### src/include/port_m_pkg.sv
`default_nettype none

package port_m_pkg;

  // Register byte addresses
  localparam logic [11:0] RDRV_ADDR  = 12'h0250;
  localparam logic [11:0] PULLE_ADDR = 12'h0254;
  localparam logic [11:0] POLAR_ADDR = 12'h0258;
  localparam logic [11:0] ODRN_ADDR  = 12'h025C;
  localparam logic [11:0] ROUTE_ADDR = 12'h0260;
  localparam logic [11:0] STAT_ADDR  = 12'h0264;

  // Values after reset
  localparam logic [7:0] RDRV_RST  = 8'h00;
  localparam logic [7:0] PULLE_RST = 8'h00;
  localparam logic [7:0] POLAR_RST = 8'h00;
  localparam logic [7:0] ODRN_RST  = 8'h00;
  localparam logic [7:0] ROUTE_RST = 8'h00;

  // Route register field positions
  localparam int SCI_LSB = 6;
  localparam int SPI_BIT = 4;
  // Writable route bits, others read zero
  localparam logic [7:0] ROUTE_MASK = 8'hD0;

  // Serial unit placements
  localparam logic [1:0] SCI_ON_S = 2'h0;
  localparam logic [1:0] SCI_ON_P = 2'h1;
  localparam logic [1:0] SCI_ON_M = 2'h2;
  localparam logic [1:0] SCI_RSVD = 2'h3;

  // Port M pins in use by routed units
  localparam logic [7:0] CAN_RX_MASK = 8'h01;
  localparam logic [7:0] SCI_M_MASK  = 8'h03;
  localparam logic [7:0] SPI_M_MASK  = 8'h3C;

  // Read wait states on the bus
  localparam logic [1:0] RD_WAIT = 2'h1;

  // Pad controls, one bit per pin each
  typedef struct packed {
    logic [7:0] reduced_drive;
    logic [7:0] pull_enable;
    logic [7:0] pull_down;
    logic [7:0] open_drain;
  } pad_ctrl_t;

  // Effective unit placement
  typedef struct packed {
    logic [1:0] sci_place;
    logic       spi_on_m;
  } route_t;

endpackage : port_m_pkg

`default_nettype wire

### src/port_m_pad_config_and_routing.sv
// Notes on behaviour
// - Set bit gives one-fifth drive strength
// - Drive setting ignored on input pins
// - Pull enable bit activates input pull
// - Output pull only in open-drain mode
// - Polarity one pull-down, zero pull-up
// - CAN active blocks receive pin pull-down
// - Open-drain drives low, releases high
// - Open-drain any owner, not inputs
// - Bits 7:6 place serial unit pins
// - Bit 4 places SPI on S or M
// - Reserved serial code acts as reset
// - Five control registers read and write anytime, status read-only
// - Pull enable clears on reset
// - Routed unit overrides general purpose pin
`timescale 1ns/10ps
`default_nettype none

module port_m_pad_config_and_routing
  import port_m_pkg::*;
(
  // Clock and synchronous reset
  input  wire logic        CORE_CLK,
  input  wire logic        RESET_N,
  // AHB-Lite slave
  input  wire logic        HSEL,
  input  wire logic [31:0] HADDR,
  input  wire logic [1:0]  HTRANS,
  input  wire logic        HWRITE,
  input  wire logic [2:0]  HSIZE,
  input  wire logic        HREADY,
  input  wire logic [31:0] HWDATA,
  output logic             HREADYOUT,
  output logic             HRESP,
  output logic      [31:0] HRDATA,
  // Pin direction, one is output
  input  wire logic [7:0]  PIN_IS_OUTPUT,
  // Unit enables
  input  wire logic        CAN_ACTIVE,
  input  wire logic        SCI_ENABLE,
  input  wire logic        SPI_ENABLE,
  // Pad controls to port M
  output pad_ctrl_t        PAD_CTRL,
  // Unit placement
  output route_t           MODULE_ROUTE,
  // Pins taken from general use
  output logic      [7:0]  PERIPH_OWNED
);

  // Software registers
  logic [7:0]  reduced_drive_select_reg; // Drive per pin
  logic [7:0]  pull_enable_reg;          // Pull enable
  logic [7:0]  pull_polarity_select_reg; // Pull direction
  logic [7:0]  open_drain_select_reg;    // Wired-or mode
  logic [7:0]  module_route_select_reg;  // Placement

  // Bus data-phase state
  logic        wr_pend_reg;  // Write in data phase
  logic        rd_pend_reg;  // Read in data phase
  logic [11:0] addr_reg;     // Latched address
  logic [1:0]  wait_reg;     // Read wait count
  logic [31:0] rdata_reg;    // Read data
  logic        addr_ok;      // Address phase taken
  logic        wr_hit;       // Write completes now

  // Effective placement and ownership
  logic [1:0]  sci_place;    // Decoded serial field
  logic        spi_on_m;     // SPI on port M
  logic [7:0]  owned;        // Unit-owned pins
  logic [7:0]  status_byte;  // Read-only status
  logic [7:0]  wdata;        // Low byte of write data
  logic [7:0]  rd_byte;      // Register picked for a read

  // Per-register write strobes
  logic        we_rdrv;      // Drive register
  logic        we_pulle;     // Pull enable register
  logic        we_polar;     // Polarity register
  logic        we_odrn;      // Open-drain register
  logic        we_route;     // Route register

  // Pad control vectors, one bit per pin
  wire logic [7:0] drv_w;    // Reduced drive
  wire logic [7:0] pull_w;   // Pull device on
  wire logic [7:0] down_w;   // Pull-down chosen
  wire logic [7:0] odrn_w;   // Wired-or output

  // Decode a word address to a register select
  function automatic logic sel(
    input logic [11:0] a,
    input logic [11:0] base
  );
    // Whole word offset must match
    sel = (a == base);
  endfunction : sel

  // Read multiplexer
  function automatic logic [7:0] rd_mux(
    input logic [11:0] a,
    input logic [7:0]  rdv,
    input logic [7:0]  pe,
    input logic [7:0]  pol,
    input logic [7:0]  od,
    input logic [7:0]  rt,
    input logic [7:0]  st
  );
    rd_mux = 8'h00;
    // Unmapped reads zero
    if (sel(a, RDRV_ADDR)) begin
      // Drive strength bits
      rd_mux = rdv;
    end else if (sel(a, PULLE_ADDR)) begin
      // Pull enable bits
      rd_mux = pe;
    end else if (sel(a, POLAR_ADDR)) begin
      // Pull direction bits
      rd_mux = pol;
    end else if (sel(a, ODRN_ADDR)) begin
      // Wired-or bits
      rd_mux = od;
    end else if (sel(a, ROUTE_ADDR)) begin
      // Stored placement bits
      rd_mux = rt;
    end else if (sel(a, STAT_ADDR)) begin
      // Live placement and SPI pin ownership
      rd_mux = st;
    end
  endfunction : rd_mux

  // Address phase accepted by this slave
  assign addr_ok = HSEL & HREADY & HTRANS[1];

  // Write takes effect at end of data phase
  assign wr_hit = wr_pend_reg;

  // Write data low byte, upper bits ignored
  assign wdata = HWDATA[7:0];

  // One strobe per register, in the write data phase
  assign we_rdrv  = wr_hit & sel(addr_reg, RDRV_ADDR);
  assign we_pulle = wr_hit & sel(addr_reg, PULLE_ADDR);
  assign we_polar = wr_hit & sel(addr_reg, POLAR_ADDR);
  assign we_odrn  = wr_hit & sel(addr_reg, ODRN_ADDR);
  assign we_route = wr_hit & sel(addr_reg, ROUTE_ADDR);

  // Latch address phase
  always_ff @(posedge CORE_CLK) begin
    if (!RESET_N) begin
      // No transfer pending
      wr_pend_reg <= 1'b0;
      rd_pend_reg <= 1'b0;
      addr_reg    <= 12'h000;
    end else if (HREADYOUT) begin
      // New phase only when bus moves on
      wr_pend_reg <= addr_ok & HWRITE;
      rd_pend_reg <= addr_ok & ~HWRITE;
      if (addr_ok) begin
        // Word address of the new transfer
        addr_reg <= {HADDR[11:2], 2'h0};
      end
    end
  end

  // Read wait counter, one stall cycle
  always_ff @(posedge CORE_CLK) begin
    if (!RESET_N) begin
      // No stall after reset
      wait_reg <= 2'h0;
    end else if (HREADYOUT && addr_ok && !HWRITE) begin
      // Read starts its wait
      wait_reg <= RD_WAIT;
    end else if (wait_reg != 2'h0) begin
      // Count the stall down
      wait_reg <= wait_reg - 2'h1;
    end
  end

  // Ready low while a read waits
  assign HREADYOUT = (wait_reg == 2'h0);

  // Always OKAY
  assign HRESP = 1'b0;

  // Read data from flip-flops
  always_ff @(posedge CORE_CLK) begin
    if (!RESET_N) begin
      // Empty read data after reset
      rdata_reg <= 32'h0000_0000;
    end else if (rd_pend_reg && !HREADYOUT) begin
      // Capture once prior writes are done
      rdata_reg <= {24'h00_0000, rd_byte};
    end
  end

  // Register byte picked by the data-phase address
  assign rd_byte = rd_mux(addr_reg,
                          reduced_drive_select_reg,
                          pull_enable_reg,
                          pull_polarity_select_reg,
                          open_drain_select_reg,
                          module_route_select_reg,
                          status_byte);

  // Upper read bits stay zero
  assign HRDATA = rdata_reg;

  // Drive strength register
  always_ff @(posedge CORE_CLK) begin
    if (!RESET_N) begin
      // Full drive on every pin
      reduced_drive_select_reg <= RDRV_RST;
    end else if (we_rdrv) begin
      // Software write, any time
      reduced_drive_select_reg <= wdata;
    end
  end

  // Pull enable register
  always_ff @(posedge CORE_CLK) begin
    if (!RESET_N) begin
      // Every pull device off
      pull_enable_reg <= PULLE_RST;
    end else if (we_pulle) begin
      // Software write, any time
      pull_enable_reg <= wdata;
    end
  end

  // Pull polarity register
  always_ff @(posedge CORE_CLK) begin
    if (!RESET_N) begin
      // Pull-up direction on every pin
      pull_polarity_select_reg <= POLAR_RST;
    end else if (we_polar) begin
      // Software write, any time
      pull_polarity_select_reg <= wdata;
    end
  end

  // Open-drain register
  always_ff @(posedge CORE_CLK) begin
    if (!RESET_N) begin
      // Push-pull outputs
      open_drain_select_reg <= ODRN_RST;
    end else if (we_odrn) begin
      // Software write, any time
      open_drain_select_reg <= wdata;
    end
  end

  // Route register, unused bits held zero
  always_ff @(posedge CORE_CLK) begin
    if (!RESET_N) begin
      // Default serial and SPI placement
      module_route_select_reg <= ROUTE_RST;
    end else if (we_route) begin
      // Software write, only routing bits kept
      module_route_select_reg <= wdata & ROUTE_MASK;
    end
  end

  // Serial placement, reserved code maps to reset
  always_comb begin
    // Stored field first
    sci_place = module_route_select_reg[SCI_LSB +: 2];
    if (sci_place == SCI_RSVD) begin
      // Reserved acts as reset placement
      sci_place = ROUTE_RST[SCI_LSB +: 2];
    end
  end

  // SPI placement
  assign spi_on_m = module_route_select_reg[SPI_BIT];

  // Placement bundle to the units
  assign MODULE_ROUTE = '{sci_place: sci_place,
                          spi_on_m:  spi_on_m};

  // Pins owned by an enabled unit
  always_comb begin
    owned = 8'h00;
    // SPI on M2..M5
    if (SPI_ENABLE && spi_on_m) begin
      owned = owned | SPI_M_MASK;
    end
    // Serial unit on M0, M1
    if (SCI_ENABLE && sci_place == SCI_ON_M) begin
      owned = owned | SCI_M_MASK;
    end
    // CAN always on M0, M1
    if (CAN_ACTIVE) begin
      owned = owned | SCI_M_MASK;
    end
  end

  // Pins handed to the units
  assign PERIPH_OWNED = owned;

  // Status: placement and SPI-owned pins
  always_comb begin
    status_byte      = 8'h00;       // Bit 5 reads zero
    status_byte[7:6] = sci_place;   // Effective serial placement
    status_byte[4]   = spi_on_m;    // SPI on port M
    status_byte[3:0] = owned[5:2];  // Pins held by the SPI
  end

  // Per-pin pad control
  genvar g;
  generate
    for (g = 0; g < 8; g++) begin : g_pin
      logic out_w;  // Pin drives
      logic pe_w;   // Pull active
      logic blk_w;  // Pull-down blocked
      // Effective direction of this pin
      assign out_w = PIN_IS_OUTPUT[g];
      // Drive only matters for outputs
      assign drv_w[g] =
        reduced_drive_select_reg[g] & out_w;
      // Wired-or mode only on outputs
      assign odrn_w[g] =
        open_drain_select_reg[g] & out_w;
      // Pull on inputs, or wired-or outputs
      assign pe_w = pull_enable_reg[g] &
        (~out_w | open_drain_select_reg[g]);
      // Pull enable to the pad
      assign pull_w[g] = pe_w;
      // CAN receive pin refuses pull-down
      assign blk_w = CAN_ACTIVE & CAN_RX_MASK[g];
      // Polarity one picks pull-down, else pull-up
      assign down_w[g] =
        pe_w & pull_polarity_select_reg[g] & ~blk_w;
    end
  endgenerate

  // Gather the pin vectors into the pad bundle
  assign PAD_CTRL = '{reduced_drive: drv_w,
                      pull_enable:   pull_w,
                      pull_down:     down_w,
                      open_drain:    odrn_w};

endmodule : port_m_pad_config_and_routing

`default_nettype wire

### config.mk
export PLATFORM = sky130hd
export DESIGN_NAME = port_m_pad_config_and_routing
export DESIGN_NICKNAME = d
export VERILOG_FILES = /design/src/include/port_m_pkg.sv /design/src/port_m_pad_config_and_routing.sv
export SDC_FILE = /design/constraint.sdc
export NUM_CORES = 1
export LEC_CHECK = 0
export ABC_AREA = 1
export BUFFER_PORTS_ARGS = -buffer_cell sky130_fd_sc_hd__buf_2
export CAP_MARGIN = 40
export CORE_AREA = 2 2 73 103
export CTS_BUF_LIST = sky130_fd_sc_hd__clkbuf_4 sky130_fd_sc_hd__clkbuf_8
export CTS_CLUSTER_DIAMETER = 100
export DETAILED_ROUTE_END_ITERATION = 8
export DIE_AREA = 0 0 75 105
export GPL_TIMING_DRIVEN = 0
export MAX_ROUTING_LAYER = met4
export PLACE_DENSITY_LB_ADDON = 0.1
export SLEW_MARGIN = 15
export SYNTH_ARGS = -nofsm -noshare
export SYNTH_HDL_FRONTEND = slang
export SYNTH_SLANG_ARGS = --single-unit
### constraint.sdc
create_clock -name CORE_CLK -period 2.1 [get_ports CORE_CLK]
set_input_delay 0.105 -clock CORE_CLK [delete_from_list [all_inputs] [get_ports CORE_CLK]]
set_output_delay 0.105 -clock CORE_CLK [all_outputs]
set_load 0.03 [all_outputs]
==> After elaboration in Yosys (flattened, before gate mapping) <==
Cells that the tools add are included.
{ "word_totals": {"register_bits": 57, "output_inout_bits": 77, "elab_cells": 105} }
{ "op_classes": {"add_sub_neg": 1, "eq_ne": 8, "muxes": 12, "n_bitwise": 61, "reduce_logical": 12} }
{ "op_table": {"columns": ["operator", "count"], "rows": [
  ["10-bit by 8-bit == test with 1-bit output (second input constant)", 6],
  ["8-bit two-way mux", 6],
  ["1-bit bitwise AND", 42],
  ["1-bit NOT", 11],
  ["1-bit bitwise OR", 8],
  ["2-bit two-way mux", 3],
  ["6-bit two-way mux", 1],
  ["1-bit logical AND", 5],
  ["2-bit == test (second input constant)", 2],
  ["2-bit nonzero test", 2],
  ["1-bit zero test", 2],
  ["2-bit zero test", 1],
  ["1-bit two-way mux", 2],
  ["2-bit AND reduction", 1],
  ["2-bit OR reduction", 1],
  ["2-bit by 1-bit subtractor with 2-bit output (second input constant)", 1]
]} }

==> Longest topological paths before layout <==
{ "logic_depth": {"word_depth": 8, "mapped_depth": 10} }

==> Worst setup path after synthesis <==
No wires, ideal clock.
{ "synth_timing": {"kind": "flip-flop to flip-flop", "start": "register wait_reg[0]", "end": "register rdata_reg[5], in the netlist HRDATA[5]", "arrival_ns": 1.515, "path_slack_ns": 0.466, "stages_incl_launch_ff": 9, "path_buffers": 0, "path_cell_list": "dfxtp_1 > inv_1 > ha_1 > inv_1 > nand2_1 > inv_1 > o21ai_0 > a211oi_1 > nor2_1"} }
{ "synth_between": {"elab_chain_cells": 3} }
{ "synth_rtl": {"columns": ["element", "line_no", "source"], "rows": [
  ["start, declared", "port_m_pad_config_and_routing.sv:61", "logic [1:0] wait_reg;"],
  ["start signal, assigned", "port_m_pad_config_and_routing.sv:173", "wait_reg <= wait_reg - 2'h1;"],
  ["2-bit zero test", "port_m_pad_config_and_routing.sv:178", "assign HREADYOUT = (wait_reg == 2'h0);"],
  ["named net HREADYOUT", "port_m_pad_config_and_routing.sv:33", "output logic HREADYOUT,"],
  ["1-bit zero test", "port_m_pad_config_and_routing.sv:188", "end else if (rd_pend_reg && !HREADYOUT) begin"],
  ["1-bit logical AND", "port_m_pad_config_and_routing.sv:188", null],
  ["end signal, assigned", "port_m_pad_config_and_routing.sv:190", "rdata_reg <= {24'h00_0000, rd_byte};"],
  ["end, declared", "port_m_pad_config_and_routing.sv:62", "logic [31:0] rdata_reg;"]
]} }
The timed path passes the listed nets, and every way through them passes these cells.
A chain may end at the register's enable or synchronous reset.

==> Final worst setup path <==
{ "layout_timing": {"start": "register addr_reg[9]", "end": "register pull_polarity_select_reg[6]"} }
{ "layout_between": {"elab_chain_cells": 2} }
{ "layout_rtl": {"columns": ["element", "line_no", "source"], "rows": [
  ["start, declared", "port_m_pad_config_and_routing.sv:60", "logic [11:0] addr_reg;"],
  ["start signal, assigned", "port_m_pad_config_and_routing.sv:158", "addr_reg <= {HADDR[11:2], 2'h0};"],
  ["10-bit by 8-bit == test with 1-bit output", "port_m_pad_config_and_routing.sv:93", "sel = (a == base);"],
  ["1-bit bitwise AND", "port_m_pad_config_and_routing.sv:141", "assign we_polar = wr_hit & sel(addr_reg, POLAR_ADDR);"],
  ["end signal, assigned", "port_m_pad_config_and_routing.sv:235", "pull_polarity_select_reg <= wdata;"],
  ["end, declared", "port_m_pad_config_and_routing.sv:53", "logic [7:0] pull_polarity_select_reg;"]
]} }
No other way between the ends.

==> results.txt <==
----------------------------------------------------
[STA]
  Post-route worst setup slack ... 0.251 ns
  Actual transition at the worst max-transition pin ... 0.606 ns
  Final Hold Fails ... 0
  Number of setup violations in the final report ... 0
  Final Critical Period ... 1.85 ns
  Final Skew ... 0.0148 ns
  Maximum clock frequency ... 541 MHz
  Max Slew Vio Count ... 0
  Setup TNS after final layout ... 0 ns
  Fraction of the cycle the final worst path needs ... 88.1%
  Max transition margin ... 59.6%
  Setup repair after global routing missed its margin ... no

[Clock tree]
  Post-cts resize count ... 0
  Maximum buffer depth of the clock tree ... 2
  TritonCTS clock tree ... yes
  Hold_buf cts ... 2
  H-tree levels ... 3
  Total clock sinks ... 57
  Number of post-CTS setup repair buffers ... 0
  Clock edge transition at the registers on the reported setup and hold paths ... 0.06 ns
  Clk Tree Root Cell ... clkbuf_8
  Worst-Skew Late Latency ... 0.35 ns
  TritonCTS buffer count ... 9

[Placed design]
  Post-detail-place hpwl ... 6.40 mm
  Port Buf Inserts ... 83
  Routability cong. ... 0.903
  Setup WS pre-CTS ... 0.283 ns

[Logic synthesis]
  Synthesis Warnings ... 0
  Number of distinct library cells after synthesis ... 30
  Share of Yosys cell area claimed by the top area cell type ... 37.2%
  Most numerous cell types in the synthesized netlist ... nand2_1 (68), inv_1 (64), a21oi_1 (57), dfxtp_1 (57)
  Cell type with the highest aggregate area in the netlist ... dfxtp_1
  Count of flip-flops with a built-in enable after synthesis ... 0
  Instance count of the mapped netlist ... 438
  Flip-flop cell with the highest count after synthesis ... dfxtp_1
  #FFs+latches synth ... 57
  Share of the yosys chip area belonging to registers ... 37.2%
  Count leader, synth ... nand2_1
  Async SR Flop Fraction ... 0%
  Mapped Avg Cell Area ... 7.00 sq um
  Synth area leaders ... dfxtp_1 (37%), buf_4 (10%), a21oi_1 (9.3%)
  Syn Std Cell Area ... 0.00307 sq mm

[Die]
  Starting utilization of the core area ... 44.5%
  Full die area ... 0.00788 sq mm
  Die width ... 75 um
  Cell Rows ... 36
  Placeable core region ... 0.00689 sq mm
  I/O pin cnt ... 162
  Vertical extent of the die ... 105 um

[Critical path]
  Arrival time worst endpoint ... 2.08 ns
  Crit path from ... addr_reg[9]
  Maximum fanout along the worst path ... 10
  Classification of the worst setup path ... reg -> reg
  Worst flop-to-flop path startpoint ... addr_reg[9]
  Capture point of the worst path ... pull_polarity_select_reg[6]
  Data required time of the worst path ... 2.33 ns
  Kind of start point of the critical path ... flop
  Reg-to-reg endpoint ... pull_polarity_select_reg[6]
  CP Capture Type ... flop
  Worst-case reg-to-reg path depth ... 8
  Register-to-Register Setup Slack ... 0.25 ns

[Pwr]
  Maximum ir drop on the vdd rail ... 0.413 mV
  Cell area power density ... 635 mW/mm^2
  Leakage component of the power ... 2.04 nW

[Status]
  Run status ... completed

[Hold path]
  Worst min-delay path category ... in -> reg
  Source of the worst hold timing path ... HADDR[10]

[Routing]
  Detailed-route wire length ... 8.43 mm
  Violation count after the first detailed-route iteration ... 178
  Routed wirelength normalized by instance count ... 12.8 um
  DRT Pass-1 Iters ... 4
  Post-DRT Antenna Nets ... 0
  Overall via count from detail_route ... 3051
  Number of remaining DRC errors ... 0
  Vias per cell ... 4.63

[GRT]
  Initial antenna violation count ... 0
  Wire length of the first global-routing pass ... 13.3 mm
  Leftover overflow at the end of global routing ... 0
  Via count of the first global-routing pass ... 2835
  Maximum number of pins on one net before global-route repair ... 11
  Combined global-route utilization of all metal layers ... 23.2%

[Cells and area]
  Fraction of final layout cells sized beyond drive strength 1 ... 28.4%
  Number of nets in the layout ... 646
  Flip-flop count of the largest register, all copies and words added ... 10
  Total inserted antenna cells ... 0
  Post-synthesis to final-layout area growth ... 26.8%

[Job]
  Maximum Capacitance Violations ... 0

----------------------------------------------------
-- per-stage QoR --
stage	instance area [sq um]	hold WS [ns]	total power, mW	util (%)	instances
after detailed placement	3700	0.361	1.58	53.7	642
after global routing	3890	0.0181	2.59	56.4	659
after floorplan	3160	0.250	1.48	-	464
after CTS	3890	0.00524	2.49	56.4	659
after global placement	3700	0.358	1.57	53.7	642
final	3890	0.0136	2.47	56.4	659
-- logic make-up after synthesis --
logic type	count (synthesis)	synth area share (%)
flip-flops	57	37.2
buffers and inverters	119	20.2
other	1	0.122
XOR/XNOR	1	0.286
adder cells (fa/ha/maj)	1	0.408
AND/OR/NAND/NOR	147	22.2
AO/OA/AOI/OAI	112	19.5
-- where the power goes --
| part | total [mW] | switching, mW | leakage [nW] | internal [mW] |
|---|---|---|---|---|
| clock | 0.910 | 0.435 | 0.0891 | 0.475 |
| sequential | 1.15 | 0.0251 | 0.460 | 1.12 |
| combinational | 0.416 | 0.278 | 1.49 | 0.138 |
-- routing by layer --
layer	part of all wire [%]	up-vias	global-route usage [%]	wire, um
met5	0	-	-	0
met4	4.6	0	14.7	391
met3	6.3	30	4.15	533
met2	49	120	37.8	4150
met1	40	1318	25.2	3360
li1	-	1583	-	-
-- cell usage in the layout (no fill, tap or decap), types with 10 or more instances in the layout --
master    count
buf_2        86
nand2_1      68
inv_1        64
dfxtp_1      57
a21oi_1      57
buf_4        41
o21ai_0      41
nor2_1       32
conb_1       27
nand3_1      16
nand4_1      12
clkbuf_8     10
-- worst max-delay path, cell delays in order, from the launching register on --
cell	delay, ns
dfxtp_1	0.34
nand2_2	0.11
inv_1	0.07
nand2_1	0.09
nor2_2	0.16
nand4_1	0.38
buf_2	0.35
o21ai_0	0.17
a21oi_1	0.05
-- worst min path at each step --
| stage | to | cells after the start | slack (ns) |
|---|---|---|---|
| finish | addr_reg[10] | 3 | 0.01 |
| global route | addr_reg[10] | 3 | 0.02 |
| CTS | addr_reg[10] | 3 | 0.005 |
| detailed placement | addr_reg[6] | 3 | 0.36 |
| global placement | addr_reg[11] | 3 | 0.36 |
| floorplan | wr_hit | 2 | 0.25 |
-- final cells by class --
class	count	area, sq um
buffer	53	372
clock buffer	12	153
clock inverter	3	17.5
fill	727	3000
inverter	66	248
multi-input combinational	288	1400
sequential	57	1140
tap	95	119
timing repair buffer	85	435
Note: power is estimated with default switching activity, not from simulation.
